## config.mk

```make
export PLATFORM = sky130hd
export DESIGN_NAME = rx_free_buffer_flow_filter
export DESIGN_NICKNAME = d
export VERILOG_FILES = /design/src/rx_flow_pkg.sv /design/src/chan_if.sv /design/src/channel_counter.sv /design/src/rx_free_buffer_flow_filter.sv
export SDC_FILE = /design/constraint.sdc
export NUM_CORES = 1
export LEC_CHECK = 0
export ABC_AREA = 1
export BUFFER_PORTS_ARGS = -buffer_cell sky130_fd_sc_hd__clkbuf_2
export CELL_PAD_IN_SITES_DETAIL_PLACEMENT = 0
export CELL_PAD_IN_SITES_GLOBAL_PLACEMENT = 1
export CORE_MARGIN = 2
export CORE_UTILIZATION = 50
export CTS_CLUSTER_DIAMETER = 80
export DETAILED_ROUTE_END_ITERATION = 10
export PLACE_DENSITY_LB_ADDON = 0.1
export SLEW_MARGIN = 20
export SYNTH_ARGS = -nofsm -noshare
export SYNTH_HDL_FRONTEND = slang
export SYNTH_SLANG_ARGS = --single-unit
```

## constraint.sdc

```tcl
create_clock -name pclk -period 6.63 [get_ports pclk]
set_input_delay 1.326 -clock pclk [delete_from_list [all_inputs] [get_ports pclk]]
set_output_delay 1.326 -clock pclk [all_outputs]
set_load 0.01 [all_outputs]
```

## src/rx_flow_pkg.sv

```systemverilog
// constants shared by the receive free-buffer flow filter design
package rx_flow_pkg;
  // data path widths
  localparam int DATA_W         = 32;   // apb data width
  localparam int ADDR_W         = 12;   // decoded apb address bits
  localparam int LEVEL_W        = 8;    // threshold field width
  localparam int FREE_W         = 16;   // free-buffer counter width
  localparam int NUM_CH_DEFAULT = 8;    // receive channels
  localparam int CH_IDX_W       = 3;    // channel index width
  localparam int ADDR_STRIDE    = 4;    // one aligned word per register

  // register map (byte addresses)
  localparam logic [ADDR_W-1:0] ADDR_FILTER_LEVEL = 12'h000;  // low_priority_filter_level
  localparam logic [ADDR_W-1:0] ADDR_CONTROL      = 12'h004;  // enable and duplex control
  localparam logic [ADDR_W-1:0] ADDR_STATUS       = 12'h008;  // per-channel compare results
  localparam logic [ADDR_W-1:0] ADDR_FLOW_BASE    = 12'h040;  // channel_flow_level 0..7
  localparam logic [ADDR_W-1:0] ADDR_FREE_BASE    = 12'h080;  // channel_free_count 0..7

  // control register fields
  localparam int CTRL_PAUSE_EN_BIT = 0;  // rx_pause_generation_enable
  localparam int CTRL_FULL_DUP_BIT = 1;  // full duplex operation
  localparam int CTRL_W            = 2;  // implemented control bits

  // status register fields
  localparam int STAT_FILTER_LSB = 0;    // filter hits per channel
  localparam int STAT_FLOW_LSB   = 8;    // flow hits per channel

  // reset values
  localparam logic [LEVEL_W-1:0] LEVEL_RESET = 8'h00;
  localparam logic [FREE_W-1:0]  FREE_RESET  = 16'h0000;
  localparam logic [CTRL_W-1:0]  CTRL_RESET  = 2'h0;

  // byte address of a per-channel register
  function automatic logic [ADDR_W-1:0] chan_addr(input logic [ADDR_W-1:0] base, input int idx);
    chan_addr = base + ADDR_W'(idx * ADDR_STRIDE);
  endfunction
endpackage

```

## src/chan_if.sv

```systemverilog
// signals between the register front end and one channel counter
`timescale 1ns/1ps
interface chan_if;
  logic                             wr_flow;       // write strobe for flow level
  logic                             wr_free;       // write-to-increment strobe
  logic [rx_flow_pkg::FREE_W-1:0]   wdata;         // write data, low bits
  logic                             consume;       // frame finished on this channel
  logic [rx_flow_pkg::FREE_W-1:0]   consume_cnt;   // buffers used by that frame
  logic [rx_flow_pkg::LEVEL_W-1:0]  filter_level;  // shared low-priority level
  logic [rx_flow_pkg::FREE_W-1:0]   free_count;    // current free buffers
  logic [rx_flow_pkg::LEVEL_W-1:0]  flow_level;    // channel flow level
  logic                             filter_hit;    // count below filter level
  logic                             flow_hit;      // count below flow level

  modport ctrl (output wr_flow, wr_free, wdata, consume, consume_cnt, filter_level,
                input  free_count, flow_level, filter_hit, flow_hit);
  modport chan (input  wr_flow, wr_free, wdata, consume, consume_cnt, filter_level,
                output free_count, flow_level, filter_hit, flow_hit);
endinterface

```

## src/channel_counter.sv

```systemverilog
// one receive channel: flow level, free-buffer counter and compares
`timescale 1ns/1ps
module channel_counter (
  input wire logic pclk,     // system clock
  input wire logic presetn,  // async reset, active low
  chan_if.chan     bus       // strobes in, state out
);
  logic [rx_flow_pkg::FREE_W-1:0] next_free;  // counter after this cycle

  ////////////////////////////////////////////////////////////////////////////
  // flow level register, only the low byte of a write is kept
  always_ff @(posedge pclk or negedge presetn) begin
    if (!presetn) begin
      bus.flow_level <= rx_flow_pkg::LEVEL_RESET;
    end else if (bus.wr_flow) begin
      bus.flow_level <= bus.wdata[rx_flow_pkg::LEVEL_W-1:0];
    end
  end

  ////////////////////////////////////////////////////////////////////////////
  // add and subtract in one sum so a write and a frame in the same cycle
  // both count; modulo 2^16 arithmetic gives the wrap on overflow
  always_comb begin
    next_free = bus.free_count;
    if (bus.wr_free) begin
      next_free = next_free + bus.wdata;
    end
    if (bus.consume) begin
      next_free = next_free - bus.consume_cnt;
    end
  end

  // free-buffer counter
  always_ff @(posedge pclk or negedge presetn) begin
    if (!presetn) begin
      bus.free_count <= rx_flow_pkg::FREE_RESET;
    end else begin
      bus.free_count <= next_free;
    end
  end

  ////////////////////////////////////////////////////////////////////////////
  // strictly-below compare: a zero level can never hit
  assign bus.filter_hit = bus.free_count < {8'h00, bus.filter_level};
  assign bus.flow_hit   = bus.free_count < {8'h00, bus.flow_level};

  ////////////////////////////////////////////////////////////////////////////
  // checks
  a_free_write_adds: assert property (@(posedge pclk) disable iff (!presetn)
    bus.wr_free && !bus.consume |=> bus.free_count == $past(bus.free_count) + $past(bus.wdata))
    else $error("free count write did not add");

  a_free_wraps_zero: assert property (@(posedge pclk) disable iff (!presetn)
    bus.wr_free && !bus.consume && bus.free_count == 16'hFFFF && bus.wdata == 16'h0001
    |=> bus.free_count == 16'h0000)
    else $error("free count did not wrap to zero");

  a_frame_subtracts: assert property (@(posedge pclk) disable iff (!presetn)
    bus.consume && !bus.wr_free |=> bus.free_count == $past(bus.free_count) - $past(bus.consume_cnt))
    else $error("frame did not subtract buffers");

  a_zero_level_quiet: assert property (@(posedge pclk) disable iff (!presetn)
    (bus.flow_level == 8'h00 |-> !bus.flow_hit) and (bus.filter_level == 8'h00 |-> !bus.filter_hit))
    else $error("zero level produced a hit");

  c_free_wrap: cover property (@(posedge pclk) disable iff (!presetn)
    bus.wr_free && bus.free_count == 16'hFFFF ##1 bus.free_count < 16'h0010);
endmodule

```

## src/rx_free_buffer_flow_filter.sv

```systemverilog
// receive free-buffer accounting, thresholds and flow-control requests
//
// How it works
// - unused upper register bits read zero
// - shared eight-bit low-priority filter level register
// - per-channel eight-bit flow level, resets zero
// - per-channel sixteen-bit free count, compared for filtering
// - free count versus flow level gates flow control
// - writing free count adds the value
// - free count wraps to zero on overflow
// - each received frame subtracts its buffers
// - enabled trigger: collision half, pause full duplex
`timescale 1ns/1ps
module rx_free_buffer_flow_filter #(
  parameter int NUM_CH = rx_flow_pkg::NUM_CH_DEFAULT  // receive channels
) (
  input  wire logic                                pclk,                 // system clock
  input  wire logic                                presetn,              // async reset, active low
  input  wire logic                                psel,                 // apb select
  input  wire logic                                penable,              // apb access phase
  input  wire logic                                pwrite,               // apb direction
  input  wire logic [rx_flow_pkg::ADDR_W-1:0]      paddr,                // apb byte address
  input  wire logic [rx_flow_pkg::DATA_W-1:0]      pwdata,               // apb write data
  output      logic [rx_flow_pkg::DATA_W-1:0]      prdata,               // apb read data
  output      logic                                pready,               // apb ready
  output      logic                                pslverr,              // apb error, unmapped
  input  wire logic                                frame_done,           // frame stored, one pulse
  input  wire logic [rx_flow_pkg::CH_IDX_W-1:0]    frame_channel,        // channel of that frame
  input  wire logic [rx_flow_pkg::FREE_W-1:0]      frame_buffers,        // buffers the frame used
  output      logic [NUM_CH-1:0]                   low_priority_filter,  // drop low-priority frames
  output      logic [NUM_CH-1:0]                   flow_trigger,         // flow control per channel
  output      logic                                collision_request,    // half-duplex back-pressure
  output      logic                                pause_request         // full-duplex pause frame
);
  logic [rx_flow_pkg::LEVEL_W-1:0] filter_level;                      // shared filter level
  logic [rx_flow_pkg::CTRL_W-1:0]  control;                           // enable and duplex
  logic [rx_flow_pkg::FREE_W-1:0]  free_arr   [NUM_CH];               // per-channel counts
  logic [rx_flow_pkg::LEVEL_W-1:0] flow_arr   [NUM_CH];               // per-channel levels
  logic [NUM_CH-1:0]               filter_hits;                       // count below filter level
  logic [NUM_CH-1:0]               flow_hits;                         // count below flow level
  logic                            setup;                             // apb setup cycle
  logic                            wr_access;                         // write completes here
  logic [rx_flow_pkg::DATA_W-1:0]  next_rdata;                        // read data to capture
  logic                            next_mapped;                       // address decodes
  logic                            pause_en;                          // rx_pause_generation_enable
  logic                            full_dup;                          // full duplex operation

  assign setup     = psel && !penable;
  assign wr_access = psel && penable && pready && pwrite;
  assign pause_en  = control[rx_flow_pkg::CTRL_PAUSE_EN_BIT];
  assign full_dup  = control[rx_flow_pkg::CTRL_FULL_DUP_BIT];

  ////////////////////////////////////////////////////////////////////////////
  // one counter per channel, joined by its own interface instance
  for (genvar g = 0; g < NUM_CH; g++) begin : chan_g
    chan_if bus ();
    assign bus.wr_flow      = wr_access && paddr == rx_flow_pkg::chan_addr(rx_flow_pkg::ADDR_FLOW_BASE, g);
    assign bus.wr_free      = wr_access && paddr == rx_flow_pkg::chan_addr(rx_flow_pkg::ADDR_FREE_BASE, g);
    assign bus.wdata        = pwdata[rx_flow_pkg::FREE_W-1:0];
    assign bus.consume      = frame_done && frame_channel == rx_flow_pkg::CH_IDX_W'(g);
    assign bus.consume_cnt  = frame_buffers;
    assign bus.filter_level = filter_level;
    assign free_arr[g]      = bus.free_count;
    assign flow_arr[g]      = bus.flow_level;
    assign filter_hits[g]   = bus.filter_hit;
    assign flow_hits[g]     = bus.flow_hit;
    channel_counter u_chan (
      .pclk    (pclk),
      .presetn (presetn),
      .bus     (bus.chan)
    );
  end

  ////////////////////////////////////////////////////////////////////////////
  // shared filter level, upper write bits discarded
  always_ff @(posedge pclk or negedge presetn) begin
    if (!presetn) begin
      filter_level <= rx_flow_pkg::LEVEL_RESET;
    end else if (wr_access && paddr == rx_flow_pkg::ADDR_FILTER_LEVEL) begin
      filter_level <= pwdata[rx_flow_pkg::LEVEL_W-1:0];
    end
  end

  // control register
  always_ff @(posedge pclk or negedge presetn) begin
    if (!presetn) begin
      control <= rx_flow_pkg::CTRL_RESET;
    end else if (wr_access && paddr == rx_flow_pkg::ADDR_CONTROL) begin
      control <= pwdata[rx_flow_pkg::CTRL_W-1:0];
    end
  end

  ////////////////////////////////////////////////////////////////////////////
  // read mux; unlisted bits stay zero by the default
  always_comb begin
    next_rdata  = '0;
    next_mapped = 1'b0;
    if (paddr == rx_flow_pkg::ADDR_FILTER_LEVEL) begin
      next_rdata[rx_flow_pkg::LEVEL_W-1:0] = filter_level;
      next_mapped = 1'b1;
    end
    if (paddr == rx_flow_pkg::ADDR_CONTROL) begin
      next_rdata[rx_flow_pkg::CTRL_W-1:0] = control;
      next_mapped = 1'b1;
    end
    if (paddr == rx_flow_pkg::ADDR_STATUS) begin
      next_rdata[rx_flow_pkg::STAT_FILTER_LSB +: NUM_CH] = filter_hits;
      next_rdata[rx_flow_pkg::STAT_FLOW_LSB +: NUM_CH]   = flow_hits;
      next_mapped = 1'b1;
    end
    for (int i = 0; i < NUM_CH; i++) begin
      if (paddr == rx_flow_pkg::chan_addr(rx_flow_pkg::ADDR_FLOW_BASE, i)) begin
        next_rdata[rx_flow_pkg::LEVEL_W-1:0] = flow_arr[i];
        next_mapped = 1'b1;
      end
      if (paddr == rx_flow_pkg::chan_addr(rx_flow_pkg::ADDR_FREE_BASE, i)) begin
        next_rdata[rx_flow_pkg::FREE_W-1:0] = free_arr[i];
        next_mapped = 1'b1;
      end
    end
  end

  ////////////////////////////////////////////////////////////////////////////
  // apb answer: data captured in setup, one fixed access cycle; the read
  // shows the count as it stood at the setup edge, one cycle old
  always_ff @(posedge pclk or negedge presetn) begin
    if (!presetn) begin
      pready  <= 1'b0;
      pslverr <= 1'b0;
      prdata  <= '0;
    end else begin
      pready  <= setup;
      pslverr <= setup && !next_mapped;
      prdata  <= (setup && !pwrite) ? next_rdata : '0;
    end
  end

  ////////////////////////////////////////////////////////////////////////////
  // registered decisions towards the receive and transmit paths
  always_ff @(posedge pclk or negedge presetn) begin
    if (!presetn) begin
      low_priority_filter <= '0;
      flow_trigger        <= '0;
      collision_request   <= 1'b0;
      pause_request       <= 1'b0;
    end else begin
      low_priority_filter <= filter_hits;
      flow_trigger        <= pause_en ? flow_hits : '0;
      collision_request   <= pause_en && !full_dup && (|flow_hits);
      pause_request       <= pause_en && full_dup && (|flow_hits);
    end
  end

  ////////////////////////////////////////////////////////////////////////////
  // checks
  a_free_read_upper: assert property (@(posedge pclk) disable iff (!presetn)
    pready && !pwrite && paddr >= rx_flow_pkg::ADDR_FREE_BASE |-> prdata[rx_flow_pkg::DATA_W-1:rx_flow_pkg::FREE_W] == '0)
    else $error("free count read shows upper bits");

  a_filter_level_write: assert property (@(posedge pclk) disable iff (!presetn)
    wr_access && paddr == rx_flow_pkg::ADDR_FILTER_LEVEL |=> filter_level == $past(pwdata[rx_flow_pkg::LEVEL_W-1:0]))
    else $error("filter level write lost");

  a_flow_level_write: assert property (@(posedge pclk) disable iff (!presetn)
    wr_access && paddr == rx_flow_pkg::ADDR_FLOW_BASE |=> flow_arr[0] == $past(pwdata[rx_flow_pkg::LEVEL_W-1:0]))
    else $error("channel 0 flow level write lost");

  a_flow_needs_enable: assert property (@(posedge pclk) disable iff (!presetn)
    !pause_en |=> flow_trigger == '0 && !collision_request && !pause_request)
    else $error("flow control raised while disabled");

  a_pause_full_dup: assert property (@(posedge pclk) disable iff (!presetn)
    pause_en && (|flow_hits) |=> (pause_request == $past(full_dup)) && (collision_request != $past(full_dup)))
    else $error("wrong flow action for duplex mode");

  a_frame_lowers: assert property (@(posedge pclk) disable iff (!presetn)
    frame_done && frame_channel == 3'h0 && !chan_g[0].bus.wr_free && frame_buffers != 16'h0000
    |=> free_arr[0] != $past(free_arr[0]))
    else $error("frame left channel 0 count unchanged");

  ////////////////////////////////////////////////////////////////////////////
  // bus answer checks: one fixed access cycle, quiet outside it, so a
  // master that samples late would see zeros rather than stale data
  a_ready_after_setup: assert property (@(posedge pclk) disable iff (!presetn)
    setup |=> pready)
    else $error("setup cycle not answered");

  a_ready_only_setup: assert property (@(posedge pclk) disable iff (!presetn)
    !setup |=> !pready)
    else $error("ready without a setup cycle");

  a_idle_bus_quiet: assert property (@(posedge pclk) disable iff (!presetn)
    !pready |-> prdata == '0 && !pslverr)
    else $error("read data or error outside access cycle");

  // register content checks; stored bits only, upper bits never leak out
  a_filter_read_upper: assert property (@(posedge pclk) disable iff (!presetn)
    pready && !pwrite && paddr == rx_flow_pkg::ADDR_FILTER_LEVEL
    |-> prdata[rx_flow_pkg::DATA_W-1:rx_flow_pkg::LEVEL_W] == '0)
    else $error("filter level read shows upper bits");

  a_flow_read_upper: assert property (@(posedge pclk) disable iff (!presetn)
    pready && !pwrite && paddr >= rx_flow_pkg::ADDR_FLOW_BASE && paddr < rx_flow_pkg::ADDR_FREE_BASE
    |-> prdata[rx_flow_pkg::DATA_W-1:rx_flow_pkg::LEVEL_W] == '0)
    else $error("flow level read shows upper bits");

  a_filter_level_kept: assert property (@(posedge pclk) disable iff (!presetn)
    !(wr_access && paddr == rx_flow_pkg::ADDR_FILTER_LEVEL) |=> filter_level == $past(filter_level))
    else $error("filter level changed without a write");

  // decision checks towards the transmit side
  a_trigger_follows: assert property (@(posedge pclk) disable iff (!presetn)
    pause_en |=> flow_trigger == $past(flow_hits))
    else $error("flow trigger does not follow channel compares");

  a_no_hit_quiet: assert property (@(posedge pclk) disable iff (!presetn)
    !(|flow_hits) |=> !collision_request && !pause_request)
    else $error("flow action without any channel below level");

  c_pause_sent: cover property (@(posedge pclk) disable iff (!presetn) pause_request);
  c_collision_sent: cover property (@(posedge pclk) disable iff (!presetn) collision_request);
  c_filter_active: cover property (@(posedge pclk) disable iff (!presetn) |low_priority_filter);
  c_unmapped_err: cover property (@(posedge pclk) disable iff (!presetn) pready && pslverr);
endmodule

```

* Word level (Yosys, flattened, before mapping)
Index checks and enable logic that the tools add are counted.
** Storage, ports and cells
- Bits in registers :: 238
- Logic and storage cells :: 181
** Operators by class
- Multiplexer cells :: 56
- Equal/unequal tests :: 25
- Order comparisons :: 16
- Add/subtract/negate cells :: 16
- Reductions and logical operators :: 43
** Operators with widths (number)
- $mux 16 :: 26
- $lt 16x8->1 :: 16
- $add 16x16->16 :: 8
- $sub 16x16->16 :: 8
- $eq 12x7->1 const B :: 8
- $eq 12x8->1 const B :: 8
- $mux 8 :: 10
- $logic_and 1x1->1 :: 36
- $mux 1 :: 19
- $eq 12x3->1 const B :: 1
- $eq 12x4->1 const B :: 1
- $eq 3x3->1 const B :: 4
- $logic_not 12->1 :: 1
- $reduce_or 8->1 :: 1
- $eq 3x2->1 const B :: 2
- $logic_not 1->1 :: 4
- $eq 3x1->1 const B :: 1
- $logic_not 3->1 :: 1
- $mux 2 :: 1

* Logic depth before layout (Yosys ltp)
Gate-level depths: netlist of the first run.
- Word-level depth :: 22
- Gate-level depth with buffers :: 30
- Gate-level depth less buffers :: 30

* By module
Synthesis of the first run repeated with hierarchy kept, for this count alone.
** Second synthesis, totals
- Cells, all modules :: 4784
- Area total of the unflattened synthesis :: 29792.3 um^2
** Modules (own cells, without submodules)
- channel_counter at chan_g[0].u_chan ... :: seq. area each 600.6 um^2, instances 6, area an instance 3173.0 um^2, cells an instance 508
- rx_free_buffer_flow_filter :: seq. area each 1151.1 um^2, instances 1, area an instance 4337.9 um^2, cells an instance 725
- channel_counter at chan_g[2].u_chan :: seq. area each 600.6 um^2, instances 1, area an instance 3216.8 um^2, cells an instance 507
- channel_counter at chan_g[7].u_chan :: seq. area each 600.6 um^2, instances 1, area an instance 3199.3 um^2, cells an instance 504

* Worst setup path before layout of the first run
No wires, ideal clock.
- Kind :: in2reg
- Start point :: in pwdata[0] (netlist bit)
- End point :: reg chan_g[6].u_chan.bus.free_count[15]
- Stages on the path :: 28
- Path slack :: 2.024 ns
- Setup time :: 0.113 ns
- Arrival time :: 4.493 ns
- Required time :: 6.517 ns
- Path through :: ha_1 fa_1 a21oi_1 o21bai_2 nand2_1 nand2_1 nand2_1 nand2_1 nand2_1 nand2_1 nand3_1 nand2_1 xnor2_1 nand2_1 nand2_1 inv_1 ha_1 a21oi_1 nor2_1 a2111oi_0 nand2_1 a21oi_1 o21ai_0 or2_1 nand2_1 nand2_1 nand2_1 inv_1
** On the way
- Word-level cells in the longest chain between the ends :: 4
** RTL lines
- start, declared :: RTL line rx_free_buffer_flow_filter.sv:23 : input wire logic [rx_flow_pkg::DATA_W-1:0] pwdata,
- $add 16x16->16 * :: RTL line channel_counter.sv:26 : next_free = next_free + bus.wdata;
- $mux 16 * :: RTL line channel_counter.sv:25 : if (bus.wr_free) begin
- $sub 16x16->16 :: RTL line channel_counter.sv:29 : next_free = next_free - bus.consume_cnt;
- $mux 16 * :: RTL line channel_counter.sv:28 : if (bus.consume) begin
- net chan_g[6].u_chan.next_free (one bit) :: RTL line channel_counter.sv:8 : logic [rx_flow_pkg::FREE_W-1:0] next_free;
- end signal, assigned :: RTL line channel_counter.sv:36 : bus.free_count <= rx_flow_pkg::FREE_RESET;
- end signal, assigned :: RTL line channel_counter.sv:38 : bus.free_count <= next_free;
- end, declared :: RTL line chan_if.sv:18 : output free_count, flow_level, filter_hit, flow_hit);
Mark *: on every way through the listed nets, which the timed path passes. The rest lies on a longest branch.
A chain may end at the register's enable or synchronous reset.

* Worst setup path after layout of the first run
- Start point :: in pwdata[1] (netlist bit)
- End point :: reg chan_g[2].u_chan.bus.free_count[15]
** On the way
- Word-level cells in the longest chain between the ends :: 4
** RTL lines (RTL line)
- $add 16x16->16 * :: channel_counter.sv:26
- $mux 16 * :: channel_counter.sv:25
- $sub 16x16->16 :: channel_counter.sv:29
- $mux 16 * :: channel_counter.sv:28
- net chan_g[2].u_chan.next_free (one bit) :: channel_counter.sv:8
- end signal, assigned :: channel_counter.sv:36
- end signal, assigned :: channel_counter.sv:38
- end, declared :: chan_if.sv:18
Marked as above.

==> results.sh, run 1 <==
export IMPL_run_status="completed"
export IMPL_power_switching_uw=5600
export IMPL_cp_arrival_ns=5.71
export IMPL_critPathMaxStageDelay_ns=0.67
export IMPL_pin_count=121
export IMPL_place_gp_congestion=0.959
export IMPL_vdd_drop_max_uv=209
export IMPL_path_class="in -> reg"
export IMPL_clk_latency_ns=0.61
export IMPL_die_x_um=230
export IMPL_period_share_pct=78.5
export IMPL_synthCells=3707
export IMPL_ys_top_cells_by_area="dfrtp_1 (23%), ha_1 (17%), nand2_1 (14%), inv_1 (6.5%), a21oi_1 (6.0%)"
export IMPL_synth_cell_types=58
export IMPL_crit_buf_inv=2
export IMPL_rsz0062_at_grt="no"
export IMPL_synth_ff_type="dfrtp_1"
export IMPL_numPortBuffers=88
export IMPL_die_height_um=230
export IMPL_post_drt_wl_per_cell_um=21.5
export IMPL_yosysMostFrequentCell="nand2_1"
export IMPL_layout_setup_ws_ns=1.42
export IMPL_cts_repair_resized=0
export IMPL_critPathCaptureType="flop"
export IMPL_max_slew_margin_pct=23.5
export IMPL_clock_path_buffers=3
export IMPL_drtIter0Drc=2611
export IMPL_grtUsageTotal_pct=36.2
export IMPL_finalMaxSlewViolations=0
export IMPL_overflow=0
export IMPL_path_max_fanout=15
export IMPL_dp_slack_ns=0.975
export IMPL_grt_first_pass_wirelength_um=144000
export IMPL_worstMarginPinSlew_ns=1.14
export IMPL_synthArstFlopShare_pct=100
export IMPL_grt_pass1_vias=23700
export IMPL_root_buffer="clkbuf_16"
export IMPL_power_internal_uw=5620
export IMPL_p_comb_share_pct=61.4
export IMPL_hold_class="reg -> reg"
export IMPL_crit_required_ns=7.13
export IMPL_htreeDepth=1
export IMPL_ys_seq_area_share_pct=23.4
export IMPL_seqPwrFrac_pct=22.6
export IMPL_critPathMostFrequentCell="nand2_1"
export IMPL_clock_power_share_pct=16.0
export IMPL_cp_top_family="compound AO/OA/AOI/OAI gates"
export IMPL_viasPerCell=5.76
export IMPL_synth_top_area_cell="dfrtp_1"
export IMPL_die_area_mm2=0.0527
export IMPL_vias=25800
export IMPL_core_mm2=0.0502
export IMPL_ys_warn_count=0
export IMPL_grt_max_degree=137
export IMPL_clock_sinks=238
export IMPL_synthTopCellsByCount="nand2_1 (979), inv_1 (440), ha_1 (352)"
export IMPL_hold_ws_ns=0.487
export IMPL_synth_edf_count=0
export IMPL_startpoint_type="input pin"
export IMPL_antenna_left=0
export IMPL_switching_share_pct=49.9
export IMPL_syn_to_final_growth_pct=8.55
export IMPL_hold_viol=0
export IMPL_clkTransAtPathRegs_ns=0.06
export IMPL_finish_net_count=4224
export IMPL_syn_area_per_cell_um2=6.86
export IMPL_finClkSkew_ns=0.0173
export IMPL_fmax_mhz=192
export IMPL_final_setup_viol_count=0
export IMPL_synth_seq_cells=238
export IMPL_synth_top_area_share_pct=23.4
export IMPL_grt_antenna_before_repair=1
export IMPL_place_hpwl_um=73300
export IMPL_drive_gt1_share_pct=6.69
export IMPL_hold_buffers=0
export IMPL_finalSetupTns_ns=0
export IMPL_totalWireLength_um=96500
export IMPL_cts_made_buffers=31
export IMPL_start_util_pct=50.7
export IMPL_postCtsSetupBuffers=0
export IMPL_syn_area_mm2=0.0254
export IMPL_p_leak_uw=0.0139
export IMPL_rows=82
export IMPL_p_total_uw=11200
export IMPL_slowest_stage="fa_1"
export IMPL_period_minus_slack_ns=5.21
export IMPL_drc=0
export IMPL_cts_tree="done"
export IMPL_drv_cap=0
export IMPL_powerDensity_mw_per_mm2=406
export IMPL_drtPass1Iterations=6
-- metrics by stage --
stage | utilization, % | area [um^2] | instances
finish | 55.1 | 27600 | 4483
CTS | 55.1 | 27600 | 4482
floorplan | - | 25500 | 3722
global route | 55.1 | 27600 | 4482
detailed placement | 53.0 | 26600 | 4426
global placement | 53.0 | 26600 | 4426
-- area by class of cell --
| class | instances | area, um^2 |
|---|---|---|
| Multi-Input combinational cell | 2934 | 17400 |
| Fill cell | 4972 | 22500 |
| Timing Repair Buffer | 108 | 613 |
| Clock inverter | 15 | 191 |
| Tap cell | 672 | 841 |
| Sequential cell | 238 | 5960 |
| Antenna cell | 1 | 2.50 |
| Inverter | 474 | 1780 |
| Clock buffer | 41 | 853 |
-- power by group through the flow --
stage	Clock (uW)	Sequential, uW	Combinational (uW)
4_1_cts	1810	2510	6780
2_1_floorplan	0	2200	5370
3_5_place_dp	0	2530	6730
5_1_grt	1870	2570	7860
6_report	1800	2540	6890
3_3_place_gp	0	2520	6510
-- final timing paths --
| path | from | to | slack, ns | depth (start not counted) |
|---|---|---|---|---|
| max | pwdata[1] | chan_g[2].u_chan.bus.free_count[15] | 1.42 | 26 |
| min | chan_g[5].u_chan.bus.flow_level[0] | chan_g[5].u_chan.bus.flow_level[0] | 0.49 | 2 |
| max reg2reg | chan_g[2].u_chan.bus.free_count[0] | chan_g[2].u_chan.bus.free_count[15] | 2.32 | 26 |
| min reg2reg | chan_g[5].u_chan.bus.flow_level[0] | chan_g[5].u_chan.bus.flow_level[0] | 0.49 | 2 |
| max in group asynchronous | presetn | chan_g[3].u_chan.bus.free_count[10] | 4.51 | 2 |
| min in group asynchronous | presetn | chan_g[0].u_chan.bus.flow_level[3] | 0.77 | 1 |
-- sequential cells by signal, summed over array words and instances, names as in the netlist --
signal                        count
control                           2
low_priority_filter               8
prdata                           16
chan_g.u_chan.bus.free_count    128
pause_request                     1
flow_trigger                      8
chan_g.u_chan.bus.flow_level     64
chan_g.bus.filter_level           8
pslverr                           1
pready                            1
collision_request                 1
-- layer usage --
layer / global-route usage (%) / up-vias / routed length, um / part of all wire, %
met5: 0 / - / 0 / 0
met1: 51.4 / 12100 / 42700 / 44
met4: 15.0 / 0 / 4440 / 4.6
met3: 5.95 / 185 / 8740 / 9.1
li1: - / 12500 / - / -
met2: 54.5 / 1050 / 40700 / 42
-- tightest hold or removal path: cells and delay by family, from the launching register on --
family	cells	cell delay [ns]
compound gates	1	0.06
flops	1	0.34
simple gates	1	0.05
-- kinds of logic after synthesis --
logic type      after synthesis  synth area share (%)
compound gates              841                  18.2
xor+xnor                    151                  5.20
fa+ha+maj                   368                  18.6
buf+inv                     550                  8.52
flops                       238                  23.4
mux                          12                 0.472
other cells                   1                0.0147
simple gates               1546                  25.6
-- cells in the final DEF (no fill, tap or decap), drive strengths merged, types with 4 or more instances in the layout --
master	Yosys	routed
nor3	43	43
buf	36	21
a211oi	10	10
o21ai	389	389
fa	16	16
bufinv	0	4
or2	22	22
o21bai	25	25
o22ai	14	14
o211ai	19	19
conb	1	16
ha	352	352
clkinv	2	9
xor2	81	81
a21oi	305	305
a21boi	6	6
a2111oi	7	7
and2	12	12
o31ai	6	6
nand2	984	984
o2111ai	14	14
nor2	268	268
nand4	41	41
a21o	14	14
inv	472	474
xnor2	70	70
o21a	12	12
dfrtp	238	238
a31oi	13	13
clkbuf	40	128
mux2i	12	12
nand3	168	168
Power figures use the tool's default switching activity.
==> run 2, diff against run 1 <==
CORE_UTILIZATION = 42   (was 50)
clock period = 4.33 ns   (was 6.63 ns; I/O delays follow)
==> run 2 against run 1 <==
First-iteration DRC count is 13% lower. Die area is 19% higher. Sequential share of layout area is 3.3 points lower. Worst setup slack worse by 1.3 ns. Critical endpoint is now chan_g[1].u_chan.bus.free_count[15]. Largest power group unchanged.
==> results.sh, run 2 (synthesis gave the netlist of run 1 again) <==
export IMPL_run_status="completed"
export IMPL_cp_top_family="simple AND/OR/NAND/NOR gates"
export IMPL_pin_count=121
export IMPL_die_area_mm2=0.0626
export IMPL_grt_pass1_vias=26200
export IMPL_finalMaxSlewViolations=0
export IMPL_dp_slack_ns=-0.699
export IMPL_grt_max_degree=97
export IMPL_period_share_pct=96.9
export IMPL_drtPass1Iterations=6
export IMPL_root_buffer="clkbuf_16"
export IMPL_final_cell_mix="nand2_1 (974), buf_4 (570), inv_1 (440)"
export IMPL_vdd_drop_max_uv=310
export IMPL_post_drt_wl_per_cell_um=21.1
export IMPL_drc=0
export IMPL_layout_cells_non_filler=5163
export IMPL_reg_largest_list="chan_g.u_chan.bus.free_count x128, chan_g.u_chan.bus.flow_level x64, prdata x16"
export IMPL_nFillCells=5925
export IMPL_finalSetupTns_ns=0
export IMPL_hold_viol=0
export IMPL_r2r_end="chan_g[6].u_chan.bus.free_count[15]"
export IMPL_dp_cells=5096
export IMPL_clock_path_buffers=3
export IMPL_wl_met2_um=45700
export IMPL_rows=90
export IMPL_crit_buf_inv=3
export IMPL_clkTransAtPathRegs_ns=0.05
export IMPL_final_common_cell="nand2_1"
export IMPL_hold_class="in -> async"
export IMPL_cts_tree="done"
export IMPL_overflow=0
export IMPL_totalWireLength_um=109000
export IMPL_clock_sinks=238
export IMPL_drtIter0Drc=2277
export IMPL_startpoint_type="input pin"
export IMPL_wl_met1_um=50000
export IMPL_placed_area_mm2=0.0311
export IMPL_layout_setup_ws_ns=0.133
export IMPL_finClkSkew_ns=0.0274
export IMPL_worstRegToRegCells=27
export IMPL_clk_latency_ns=0.57
export IMPL_critPathMaxStageDelay_ns=0.38
export IMPL_drv_cap=0
export IMPL_place_hpwl_um=87500
export IMPL_place_gp_congestion=0.984
export IMPL_viasPerCell=5.42
export IMPL_slowest_stage="a2111oi_2"
export IMPL_grt_antenna_before_repair=2
export IMPL_final_setup_viol_count=0
export IMPL_period_minus_slack_ns=4.20
export IMPL_die_x_um=250
export IMPL_r2r_start="chan_g[6].u_chan.bus.free_count[0]"
export IMPL_fmax_mhz=238
export IMPL_rsz0062_at_grt="yes"
export IMPL_r2r_slack_ns=0.33
export IMPL_top_layer="met5"
export IMPL_vias=28000
export IMPL_top_register="chan_g.u_chan.bus.free_count"
export IMPL_htreeDepth=2
export IMPL_wl_met3_um=8700
export IMPL_cp_arrival_ns=4.64
export IMPL_design_area_mm2=0.0327
export IMPL_finish_net_count=4793
export IMPL_drive_gt1_share_pct=20.5
export IMPL_antenna_left=0
export IMPL_max_slew_margin_pct=29.8
export IMPL_powerDensity_mw_per_mm2=646
export IMPL_grtUsageTotal_pct=34.1
export IMPL_syn_to_final_growth_pct=28.5
export IMPL_die_height_um=250
export IMPL_path_max_fanout=4
export IMPL_critPathMostFrequentCell="nand2_1"
export IMPL_crit_required_ns=4.77
export IMPL_core_mm2=0.0601
export IMPL_worstMarginPinSlew_ns=1.05
export IMPL_critPathCaptureType="flop"
export IMPL_numPortBuffers=88
export IMPL_path_class="in -> reg"
export IMPL_largest_reg_flops=128
export IMPL_cts_made_buffers=37
export IMPL_start_util_pct=42.3
export IMPL_p_leak_uw=0.0168
export IMPL_grt_first_pass_wirelength_um=160000
==> run 2: cell count changes in the layout (fill, tap and decap cells not counted), moves of 7 or more <==
cell and delta:
buf_4 +551, a21oi_1 -27, a21oi_2 +25, buf_12 +12, ha_1 -8, a2111oi_0 -7
a2111oi_2 +7, clkbuf_16 +7, fa_1 -7, fa_2 +7
==> run 2: repair_timing <==
item | in CTS | in global routing
resized for setup | 5 | 101
setup buffers | 0 | 3
hold buffers | 0 | 0
setup endpoints to repair | 7 | 15
pin swaps | 1 | 29
==> run 2: final cells by class <==
cell class	instances	area, um^2	area share (%)
inverters	474	1780	5.46
repair buffers	671	5020	15.3
multi-input cells	2934	17700	54.2
flip-flops and latches	238	5960	18.2
well taps	782	978	2.99
clock inverters	15	224	0.685
diodes	1	2.50	0.00765
clock buffers	48	1020	3.11
==> run 2: per-layer routing <==
metal,global-route usage [%],vias up
li1,-,13600
met1,48.4,13200
met2,51.0,913
met3,6.74,194
met4,13.0,2
met5,0,-
==> run 2: worst max path at each step <==
stage	start	endpoint	slack (ns)	depth (start not counted)
finish	pwdata[2]	chan_g[1].u_chan.bus.free_count[15]	0.13	27
global route	pwdata[2]	chan_g[1].u_chan.bus.free_count[15]	-0.04	27
CTS	pwdata[0]	chan_g[1].u_chan.bus.free_count[15]	0.01	27
detailed placement	pwdata[0]	chan_g[0].u_chan.bus.free_count[15]	-0.70	29
global placement	pwdata[0]	chan_g[0].u_chan.bus.free_count[15]	-0.68	29
floorplan	pwdata[0]	chan_g[6].u_chan.bus.free_count[15]	0.18	28
==> run 2: through the flow <==
| stage | total power (uW) | hold slack [ns] | utilization (%) |
|---|---|---|---|
| finish | 21100 | 0.354 | 54.4 |
| global route | 23000 | 0.437 | 54.4 |
| CTS | 20600 | 0.413 | 53.8 |
| detailed placement | 17300 | 0.476 | 51.7 |
| global placement | 16900 | 0.468 | 51.7 |
| floorplan | 11600 | 0.447 | - |
==> run 2: power breakdown <==
part / internal (uW) / switching, uW / leakage [uW] / total, uW
Clock: 1960 / 1240 / 0.000609 / 3200
Combinational: 6700 / 7490 / 0.0131 / 14200
Sequential: 2820 / 926 / 0.00310 / 3740
Total: 11500 / 9660 / 0.0168 / 21100
